<file path="config.mk">
export PLATFORM = sky130hd
export DESIGN_NAME = bus_abort_and_error_code
export DESIGN_NICKNAME = d
export VERILOG_FILES = /design/src/verilog/abort_err_pkg.sv /design/src/verilog/boot_info_rom.sv /design/src/verilog/bus_abort_and_error_code.sv
export VERILOG_INCLUDE_DIRS = /design/src /design/src/verilog
export SDC_FILE = /design/constraint.sdc
export NUM_CORES = 1
export LEC_CHECK = 0
export BUFFER_PORTS_ARGS = -buffer_cell sky130_fd_sc_hd__buf_2
export CORE_MARGIN = 5
export CORE_UTILIZATION = 36
export CTS_BUF_LIST = sky130_fd_sc_hd__clkbuf_4
export DETAILED_ROUTE_END_ITERATION = 10
export GPL_TIMING_DRIVEN = 0
export PLACE_DENSITY = 0.67
export SYNTH_ARGS = -nofsm -noshare
export SYNTH_HDL_FRONTEND = slang
export SYNTH_SLANG_ARGS = --single-unit
</file>
<file path="constraint.sdc">
create_clock -name clk_i -period 2.7 [get_ports clk_i]
set_input_delay 0.27 -clock clk_i [delete_from_list [all_inputs] [get_ports clk_i]]
set_output_delay 0.27 -clock clk_i [all_outputs]
set_load 0.01 [all_outputs]
</file>
<file path="src/verilog/abort_err_consts.svh">
// Summary of operation
// RULE1: Boot version word holds major number in upper half, minor in lower half; read only.
// RULE2: Boot fieldbus word flags usable buses with the module availability bit layout.
// RULE3: A detected bus failure enters safe-operational, then applies the selected reaction.
// RULE4: Option -1 zeroes all received process data including the controlword; 0 does nothing.
// RULE5: Option 1 requests the configured fault action.
// RULE6: Option 2 goes straight to switched-on-disabled, power removed, no halt ramp.
// RULE7: Option 3 requests the configured quick-stop action.
// RULE8: Error code register shows the newest error code, read only, mappable to transmit data.
// RULE9: Error code equals the low sixteen bits of the newest error history entry.
// RULE10: Master sets controlword bit 7 to clear an error; device then zeroes the code.
// RULE11: The fault-clear bit clears an active error or warning when the state permits.
// RULE12: Each bus-failure event triggers the reaction once; repeats do not retrigger.
`ifndef ABORT_ERR_CONSTS_SVH
`define ABORT_ERR_CONSTS_SVH
`define OBJ_BOOT_INFO 16'h4042
`define OBJ_ABORT_OPT 16'h6007
`define OBJ_ERR_CODE 16'h603F
`define SUB_COUNT 8'h00
`define SUB_BOOT_VER 8'h01
`define SUB_BOOT_BUS 8'h02
`define SUB_BOOT_HWG 8'h03
`define BOOT_ENTRY_COUNT 8'h03
`define ABORT_OPT_RESET 16'h0001
`define ERR_CODE_RESET 16'h0000
`define CW_FAULT_CLEAR_BIT 7
`define VER_HALF_W 16
`endif

</file>
<file path="src/verilog/abort_err_pkg.sv">
package abort_err_pkg;
   // Abort reaction codes as the 16-bit signed object value.
   typedef enum logic [15:0] {
      ABORT_ZERO_PDO = 16'hFFFF,
      ABORT_NONE = 16'h0000,
      ABORT_FAULT = 16'h0001,
      ABORT_DISABLE_V = 16'h0002,
      ABORT_QUICK_STOP = 16'h0003
   } abort_opt_t;
   // Bus link supervision state.
   typedef enum logic [1:0] {
      LINK_OK = 2'b00,
      LINK_SAFE_OP = 2'b01
   } link_state_t;
endpackage : abort_err_pkg

</file>
<file path="src/verilog/boot_info_rom.sv">
`timescale 1ns/100ps
`include "abort_err_consts.svh"
module boot_info_rom #(
   parameter logic [15:0] VER_MAJOR = 16'h0000,
   parameter logic [15:0] VER_MINOR = 16'h0000,
   parameter logic [31:0] BUS_MASK = 32'h0000_0000,
   parameter logic [31:0] HW_GROUP = 32'h0000_0000
) (
   input wire logic clk_i,
   input wire logic [1:0] addr_i,
   output logic [31:0] rdata_o
);
   logic [31:0] table_w [0:3];

   // Constant contents; the version word packs major above minor.
   assign table_w[0] = {24'h00_0000, `BOOT_ENTRY_COUNT};
   assign table_w[1] = {VER_MAJOR, VER_MINOR}; // RULE1
   assign table_w[2] = BUS_MASK; // RULE2
   assign table_w[3] = HW_GROUP;

   // Read data always come out of a register.
   always_ff @(posedge clk_i)
   begin
      rdata_o <= table_w[addr_i];
   end
endmodule : boot_info_rom

</file>
<file path="src/verilog/bus_abort_and_error_code.sv">
`timescale 1ns/100ps
`include "abort_err_consts.svh"
module bus_abort_and_error_code #(
   parameter logic [15:0] BOOT_VER_MAJOR = 16'h0000,
   parameter logic [15:0] BOOT_VER_MINOR = 16'h0000,
   parameter logic [31:0] BOOT_BUS_MASK = 32'h0000_0000,
   parameter logic [31:0] BOOT_HW_GROUP = 32'h0000_0000
) (
   input wire logic clk_i,
   input wire logic reset_i,
   input wire logic obj_req_i,
   input wire logic obj_we_i,
   input wire logic [15:0] obj_index_i,
   input wire logic [7:0] obj_subindex_i,
   input wire logic [31:0] obj_wdata_i,
   output logic obj_ack_o,
   output logic obj_err_o,
   output logic [31:0] obj_rdata_o,
   input wire logic rx_valid_i,
   input wire logic [15:0] rx_controlword_i,
   input wire logic [31:0] rx_data_i,
   output logic [15:0] controlword_o,
   output logic [31:0] rx_data_o,
   output logic [15:0] tx_error_code_o,
   input wire logic bus_failure_i,
   input wire logic err_new_i,
   input wire logic [31:0] err_newest_i,
   input wire logic clear_allowed_i,
   output logic safe_op_o,
   output logic fault_action_o,
   output logic disable_voltage_o,
   output logic quick_stop_o,
   output logic pdo_zeroed_o,
   output logic fault_clear_o
);
   import abort_err_pkg::*;

   logic acc_q;
   logic acc_we_q;
   logic [15:0] acc_idx_q;
   logic [7:0] acc_sub_q;
   logic [31:0] acc_wdata_q;
   logic [31:0] rom_rdata;
   abort_opt_t abort_opt_q;
   logic [15:0] err_code_q;
   link_state_t link_q;
   logic fail_seen_q;
   logic fail_event;
   logic cw_bit_q;
   logic clear_event;

   // Checks that an option write carries one of the five defined codes.
   function automatic logic opt_legal(input logic [15:0] v);
      opt_legal = (v == ABORT_ZERO_PDO) || (v == ABORT_NONE) || (v == ABORT_FAULT)
         || (v == ABORT_DISABLE_V) || (v == ABORT_QUICK_STOP);
   endfunction : opt_legal

   // Boot information words live in a small table with registered read.
   boot_info_rom #(
      .VER_MAJOR(BOOT_VER_MAJOR),
      .VER_MINOR(BOOT_VER_MINOR),
      .BUS_MASK(BOOT_BUS_MASK),
      .HW_GROUP(BOOT_HW_GROUP)
   ) u_rom (
      .clk_i(clk_i),
      .addr_i(obj_subindex_i[1:0]),
      .rdata_o(rom_rdata)
   );

   // First access stage: capture the request while the table is read.
   always_ff @(posedge clk_i)
   begin
      if (reset_i)
      begin
         acc_q <= 1'b0;
         acc_we_q <= 1'b0;
         acc_idx_q <= 16'h0000;
         acc_sub_q <= 8'h00;
         acc_wdata_q <= 32'h0000_0000;
      end
      else
      begin
         acc_q <= obj_req_i;
         acc_we_q <= obj_we_i;
         acc_idx_q <= obj_index_i;
         acc_sub_q <= obj_subindex_i;
         acc_wdata_q <= obj_wdata_i;
      end
   end

   // Second access stage: decode the object and answer; writes to read-only ones are refused.
   always_ff @(posedge clk_i)
   begin
      if (reset_i)
      begin
         obj_ack_o <= 1'b0;
         obj_err_o <= 1'b0;
         obj_rdata_o <= 32'h0000_0000;
      end
      else
      begin
         obj_ack_o <= acc_q;
         obj_err_o <= 1'b0;
         obj_rdata_o <= 32'h0000_0000;
         if (!acc_q)
         begin
            obj_err_o <= 1'b0;
         end
         else if (acc_idx_q == `OBJ_ABORT_OPT && acc_sub_q == `SUB_COUNT)
         begin
            if (acc_we_q)
            begin
               obj_err_o <= !opt_legal(acc_wdata_q[15:0]);
            end
            else
            begin
               obj_rdata_o <= {{16{abort_opt_q[15]}}, abort_opt_q};
            end
         end
         else if (acc_idx_q == `OBJ_ERR_CODE && acc_sub_q == `SUB_COUNT)
         begin
            obj_err_o <= acc_we_q;
            obj_rdata_o <= acc_we_q ? 32'h0000_0000 : {16'h0000, err_code_q}; // RULE8
         end
         else if (acc_idx_q == `OBJ_BOOT_INFO && acc_sub_q <= `SUB_BOOT_HWG)
         begin
            obj_err_o <= acc_we_q;
            obj_rdata_o <= acc_we_q ? 32'h0000_0000 : rom_rdata; // RULE1 RULE2
         end
         else
         begin
            obj_err_o <= 1'b1;
         end
      end
   end

   // Reaction select register, updated by legal option writes only.
   always_ff @(posedge clk_i)
   begin
      if (reset_i)
      begin
         abort_opt_q <= abort_opt_t'(`ABORT_OPT_RESET);
      end
      else if (acc_q && acc_we_q && acc_idx_q == `OBJ_ABORT_OPT && acc_sub_q == `SUB_COUNT
               && opt_legal(acc_wdata_q[15:0]))
      begin
         abort_opt_q <= abort_opt_t'(acc_wdata_q[15:0]);
      end
   end

   // A failure counts once on its rising edge while the link is healthy.
   assign fail_event = bus_failure_i && !fail_seen_q && link_q == LINK_OK; // RULE12

   // A fault clear is a rising edge of controlword bit 7 that the state permits.
   assign clear_event = rx_valid_i && rx_controlword_i[`CW_FAULT_CLEAR_BIT] && !cw_bit_q
      && clear_allowed_i; // RULE10 RULE11

   // Edge history of the failure input and of the fault-clear bit.
   always_ff @(posedge clk_i)
   begin
      if (reset_i)
      begin
         fail_seen_q <= 1'b0;
         cw_bit_q <= 1'b0;
      end
      else
      begin
         fail_seen_q <= bus_failure_i;
         if (rx_valid_i)
         begin
            cw_bit_q <= rx_controlword_i[`CW_FAULT_CLEAR_BIT];
         end
      end
   end

   // Link supervision: failure enters safe-operational, a fault clear with the failure input low leaves it.
   always_ff @(posedge clk_i)
   begin
      if (reset_i)
      begin
         link_q <= LINK_OK;
      end
      else
      begin
         case (link_q)
            LINK_OK:
            begin
               if (fail_event)
               begin
                  link_q <= LINK_SAFE_OP; // RULE3
               end
            end
            LINK_SAFE_OP:
            begin
               if (clear_event && !bus_failure_i)
               begin
                  link_q <= LINK_OK; // RULE11
               end
            end
            default:
            begin
               link_q <= LINK_OK;
            end
         endcase
      end
   end

   // One-cycle reaction requests and the held zeroing of received data.
   always_ff @(posedge clk_i)
   begin
      if (reset_i)
      begin
         safe_op_o <= 1'b0;
         fault_action_o <= 1'b0;
         disable_voltage_o <= 1'b0;
         quick_stop_o <= 1'b0;
         pdo_zeroed_o <= 1'b0;
      end
      else
      begin
         // Safe-operational follows the next link state, so it falls with the accepted clear.
         safe_op_o <= fail_event
            || (link_q == LINK_SAFE_OP && !(clear_event && !bus_failure_i)); // RULE3
         fault_action_o <= fail_event && abort_opt_q == ABORT_FAULT; // RULE5
         disable_voltage_o <= fail_event && abort_opt_q == ABORT_DISABLE_V; // RULE6
         quick_stop_o <= fail_event && abort_opt_q == ABORT_QUICK_STOP; // RULE7
         if (fail_event && abort_opt_q == ABORT_ZERO_PDO)
         begin
            pdo_zeroed_o <= 1'b1; // RULE4
         end
         else if (link_q == LINK_SAFE_OP && clear_event && !bus_failure_i)
         begin
            pdo_zeroed_o <= 1'b0;
         end
      end
   end

   // Received process data pass through, forced to zero while zeroing holds.
   always_ff @(posedge clk_i)
   begin
      if (reset_i)
      begin
         controlword_o <= 16'h0000;
         rx_data_o <= 32'h0000_0000;
      end
      else if (pdo_zeroed_o || (fail_event && abort_opt_q == ABORT_ZERO_PDO))
      begin
         controlword_o <= 16'h0000; // RULE4
         rx_data_o <= 32'h0000_0000; // RULE4
      end
      else if (rx_valid_i)
      begin
         controlword_o <= rx_controlword_i;
         rx_data_o <= rx_data_i;
      end
   end

   // Error code follows the newest history entry; a new error wins over a clear.
   always_ff @(posedge clk_i)
   begin
      if (reset_i)
      begin
         err_code_q <= `ERR_CODE_RESET;
         fault_clear_o <= 1'b0;
      end
      else
      begin
         fault_clear_o <= clear_event; // RULE11
         if (err_new_i)
         begin
            err_code_q <= err_newest_i[15:0]; // RULE9
         end
         else if (clear_event)
         begin
            err_code_q <= `ERR_CODE_RESET; // RULE10
         end
      end
   end

   // Transmit copy of the error code for process-data mapping.
   assign tx_error_code_o = err_code_q; // RULE8
endmodule : bus_abort_and_error_code

</file>
==> results.cfg, run 1 <==
[logic_synthesis]
mappedNetlistArea_um2 = 5250
ys_seq_area_share_pct = 57.6
synth-edff-count = 0
synth_nets = 657
ys_top_cells_by_area = dfxtp_1, mux2i_1, nor2_1, nor2b_1, buf_4
yosys.area.top_type = dfxtp_1
syn_inst = 513
synth.distinct_cells = 42
synth-main-ff-cell = dfxtp_1
ys_ff_latch = 151
synth_warnings = 0
syn_avg_cell_area_um2 = 10.2
async_reset_ff_share_pct = 0
synth_top_cell_area_share_pct = 57.6

[die]
num_rows = 44
fp.dieH_um = 131
io_pins = 248
initial_core_util_pct = 36.4
core_area_um2 = 14400
die_w_um = 131
dieArea_um2 = 17100

[layout]
area_delta_synth_final_pct = 52.0
postLayoutCellArea_um2 = 7980
drive_gt1_share_pct = 31.7
nets = 997
nFillCells = 1292

[placed_design]
io_buffers = 213
pre_cts_slack_ns = 0.397
globalplace.congestion = 0.813
dp_hpwl_um = 10500
placed_cell_area_um2 = 6540

[critical_path]
worstReg2RegStart = acc_wdata_q[14]
cp.required_ns = 3.15
arrival_ns = 2.73
path_class = reg2reg
reg2reg_slack_ns = 0.41
reg2reg_depth = 6
cp_max_fo = 10
critPathCaptureType = register
reg2reg_to = abort_opt_q[10]
cp-start-kind = register

[global_routing]
grt_antenna_before_repair = 4
grt.overflow.total = 0
grt_use_total_pct = 18.0
grt_pass1_vias = 4906
grt_first_pass_wirelength_um = 24000
grt_max_degree = 17

[routing]
via_per_inst = 4.56
wl_um = 15300
first_pass_iters = 4
drt-wirelength-per-cell_um = 14.5
detail-route-antenna-nets = 0
drc = 0
detail_route.iter0.violations = 183
via_count = 4814

[timing]
max_freq_mhz = 437
min_period_ns = 2.29
finClkSkew_ns = 0.0260
slew_viol_final = 0
fin_crit_sh_pct = 84.7
relSlewSlack_pct = 49.8
fin_ws_ns = 0.414
whs_ns = 0.0804
worst_pin_slew_ns = 0.753
setup_viol = 0
grt_setup_unrepaired = false
hold_violations = 0
tns_ns = 0

[worst_hold_path]
hold_path_class = in2reg
hold_depth = 4
hold_end = tx_error_code_o[15]
min_from = err_new_i

[power]
powerDensity_nw_per_um2 = 564
ir_worst_vdd_v = 0.000387
p_leak_uw = 0.00392

[clocking]
cts_tree = built
htree_levels = 4
clkSinkCount = 151
insertion_delay_ns = 0.57
post_cts_buffers = 0
path_clk_slew_ns = 0.11
tritoncts.num_buffers = 17
max-clock-path-buffers = 2
cts_root_buffer = clkbuf_4

[outcome]
outcome = complete, no violations

[run]
drv_cap = 0
==> routing by layer <==
| metal | track usage [%] | vias to the layer above | wire length [um] | share of wire (%) |
|---|---|---|---|---|
| met5 | 0 | - | 0 | 0 |
| met4 | 8.71 | 0 | 450 | 2.9 |
| met3 | 5.08 | 31 | 1060 | 6.9 |
| met2 | 31.4 | 176 | 7880 | 51 |
| met1 | 20.2 | 2201 | 5950 | 39 |
| li1 | - | 2406 | - | - |
==> cells by family after synthesis <==
group / count (synthesis) / share of synthesized area (%)
AOI/OAI and AO/OA: 58 / 7.82
buffers and inverters: 45 / 4.67
DFF: 151 / 57.6
muxes: 48 / 9.16
and+or+nand+nor: 211 / 20.7
==> final cells by class <==
| class | instances | area [um^2] | share of cell area, % |
|---|---|---|---|
| sequential | 151 | 3020 | 37.9 |
| timing repair buffer | 321 | 2150 | 26.9 |
| multi-input combinational | 317 | 1980 | 24.8 |
| buffer | 43 | 238 | 2.98 |
| tap | 184 | 230 | 2.89 |
| clock inverter | 10 | 178 | 2.23 |
| clock buffer | 21 | 158 | 1.98 |
| antenna | 6 | 15.0 | 0.188 |
| inverter | 2 | 7.51 | 0.0941 |
==> timing repair <==
item                      in CTS  in global routing
hold buffers                 108                  0
gates resized for setup        0                  0
hold endpoints to repair     110                  0
==> worst max-delay path, cell delays in order, from the launching register on <==
cell and delay (ns):
dfxtp_1 0.43, nand4_1 0.11, nor4_1 0.51, o2111ai_1 0.37, nor2b_1 0.29, clkbuf_1 0.24
a21o_1 0.23
==> placed cells by master (no fill, tap or decap), drive strengths merged, types with 5 or more instances in the layout <==
cell         synthesis  layout
diode                0       6
nor4                11      11
nor2b               44      44
buf                 25     238
nand2b               7       7
a21o                14      14
a22o                14      14
bufinv               0       5
nand4                8       8
mux2i               48      48
nor2                89      89
dfxtp              151     151
nor3                 5       5
clkbuf              18      39
nand2               26      26
dlygate4sd3          0     108
a21oi               22      22
==> report_power, final <==
group	total, uW	switching [uW]	internal, uW
Sequential	2380	52.7	2320
Clock	1610	751	857
Combinational	515	228	286
==> synthesized netlist by cell type, types with 2 or more instances <==
master / number
clkbuf_1: 18
buf_4: 16
inv_1: 2
nand4_1: 8
buf_1: 6
and3b_1: 2
mux2i_1: 48
or4_4: 2
nand2b_1: 6
a21oi_1: 22
nor2b_1: 44
a22o_1: 9
o21ai_0: 2
and3_1: 2
a211oi_1: 2
and2_1: 2
nor2_1: 89
nor4_1: 11
a21o_1: 14
dfxtp_1: 151
a22o_2: 5
buf_6: 2
nand2_1: 26
nor4b_1: 2
nand4b_1: 2
nor3_1: 4
==> how the worst max path moves through the flow <==
stage,to,slack [ns],cells past startpoint,from
floorplan,obj_rdata_o[10],0.75,5,acc_idx_q[5]
global placement,abort_opt_q[10],0.41,6,acc_sub_q[2]
detailed placement,abort_opt_q[13],0.40,6,acc_sub_q[2]
CTS,abort_opt_q[10],0.37,6,acc_sub_q[2]
global route,abort_opt_q[10],0.23,6,acc_sub_q[3]
finish,abort_opt_q[10],0.41,6,acc_wdata_q[14]
==> per-stage QoR <==
stage	util (%)	power [uW]	cells
floorplan	-	2620	513
global placement	45.4	2800	910
detailed placement	45.4	2810	910
CTS	55.2	4530	1049
global route	55.3	4690	1053
finish	55.3	4500	1055
==> state kept, by name, summed over array words and instances (netlist names), 8 cells and up <==
register and cells:
acc_sub_q 8, controlword_o 16, tx_error_code_o 16, acc_idx_q 16, obj_rdata_o 17, rx_data_o 32
acc_wdata_q 16, abort_opt_q 16
No activity file was read; power rests on OpenSTA's default activity.
==> run 2: changes to the inputs <==
==> constraint.sdc (replaced) <==
create_clock -name clk_i -period 2.2 [get_ports clk_i]
set_input_delay 0.22 -clock clk_i [delete_from_list [all_inputs] [get_ports clk_i]]
set_output_delay 0.22 -clock clk_i [all_outputs]
set_load 0.01 [all_outputs]
==> results.cfg, run 2 (synthesis results as in run 1) <==
[outcome]
outcome = complete, no violations

[layout]
area_delta_synth_final_pct = 53.3
drive_gt1_share_pct = 32.5
reg.largest.list = rx_data_o x32, obj_rdata_o x17
top_register = rx_data_o
layout_common_cells = buf_2, dfxtp_1, dlygate4sd3_1
postLayoutCellArea_um2 = 8050
final_common_cell = buf_2
nFillCells = 1277
nets = 1001
largest_reg_flops = 32

[global_routing]
grt_pass1_vias = 4947
grt_max_degree = 17
grt_first_pass_wirelength_um = 24100
grt_use_total_pct = 18.1
grt.overflow.total = 0
grt_antenna_before_repair = 4

[clocking]
tritoncts.num_buffers = 17
path_clk_slew_ns = 0.11
cts_tree = built
htree_levels = 4
insertion_delay_ns = 0.56
cts_root_buffer = clkbuf_4
clkSinkCount = 151
max-clock-path-buffers = 2

[critical_path]
reg2reg_slack_ns = 0.07
path_buf_inv = 1
cp_max_fo = 10
cp-start-kind = register
arrival_ns = 2.57
slowest_delay_ns = 0.44
cp.required_ns = 2.64
path_class = reg2reg
cpLargestDelayFamily = simple AND/OR/NAND/NOR gates
reg2reg_depth = 6
critical_path_cell_count = 6
critPathCaptureType = register
crit_chain = nand4_1 -> nor4_2 -> o2111ai_1 -> nor2b_1 -> clkbuf_2 -> a21o_1
cpMaxStageDelayCell = dfxtp_1

[timing]
relSlewSlack_pct = 49.8
finClkSkew_ns = 0.0279
setup_viol = 0
whs_ns = 0.107
hold_violations = 0
max_freq_mhz = 469
slew_viol_final = 0
min_period_ns = 2.13
grt_setup_unrepaired = false
worst_pin_slew_ns = 0.753
fin_crit_sh_pct = 96.9

[die]
core_area_um2 = 14400
num_rows = 44
die_w_um = 131
dieArea_um2 = 17100
initial_core_util_pct = 36.4
io_pins = 248
fp.dieH_um = 131

[placed_design]
placed_cell_area_um2 = 6540
globalplace.congestion = 0.813
dp_hpwl_um = 10500
io_buffers = 213

[routing]
detail_route.iter0.violations = 195
wl_um = 15400
first_pass_iters = 4
drc = 0
drt-wirelength-per-cell_um = 14.5
via_count = 4832
detail-route-antenna-nets = 0
via_per_inst = 4.56

[power]
powerDensity_nw_per_um2 = 687
p_leak_uw = 0.00395
ir_worst_vdd_v = 0.000476

[worst_hold_path]
hold_path_class = in2reg
hold_depth = 3

[run]
drv_cap = 0
run 2: timing repair:
item	4_1_cts	5_1_grt
hold buffers	110	0
setup buffers	0	2
endpoints found under the setup margin	21	47
pin swaps	0	2
gates resized for setup	2	7
endpoints found under the hold margin	111	0
run 2: layout make-up:
class | count | area [um^2] | area share, %
Sequential cell | 151 | 3020 | 37.6
Timing Repair Buffer | 325 | 2180 | 27.1
Multi-Input combinational cell | 317 | 2010 | 25.0
Buffer | 43 | 240 | 2.99
Tap cell | 184 | 230 | 2.86
Clock inverter | 10 | 178 | 2.21
Clock buffer | 21 | 158 | 1.96
Antenna cell | 6 | 15.0 | 0.187
Inverter | 2 | 7.51 | 0.0933
run 2: metal layers:
| metal | global-route usage, % | vias up | share of wire (%) |
|---|---|---|---|
| met5 | 0 | - | 0 |
| met1 | 20.2 | 2227 | 39 |
| met4 | 8.77 | 0 | 2.4 |
| li1 | - | 2420 | - |
| met3 | 5.08 | 23 | 6.5 |
| met2 | 31.6 | 162 | 52 |
run 2: path summary, 6_finish.rpt:
check / startpoint / endpoint
hold / removal: reset_i / abort_opt_q[5]
hold reg to reg: controlword_o[7] / controlword_o[7]
setup / recovery: acc_wdata_q[14] / abort_opt_q[10]
setup reg to reg: acc_wdata_q[14] / abort_opt_q[10]
run 2: worst reg2reg max path: cells and delay by family (launching register included):
family,cells,cell delay [ns]
AO/OA/AOI/OAI,2,0.54
AND/OR/NAND/NOR,3,0.85
flip-flops,1,0.44
buffers and inverters,1,0.21
run 2: through the flow:
stage                     setup TNS (ns)  util, %  worst slack (ns)  total power, uW  instances
after floorplan                        0        -             0.250             3210        513
after global placement            -0.987     45.4           -0.0915             3440        910
after detailed placement          -0.969     45.4            -0.103             3450        910
after CTS                              0     55.4            0.0272             5570       1051
after global routing                   0     55.8           0.00155             5770       1057
final                                  0     55.8            0.0680             5530       1059
run 2: power breakdown:
group	switching [uW]	leakage (uW)	internal [uW]
Sequential	68.1	0.00124	2850
Clock	920	0.000175	1050
Combinational	280	0.00253	358
Total	1270	0.00395	4260
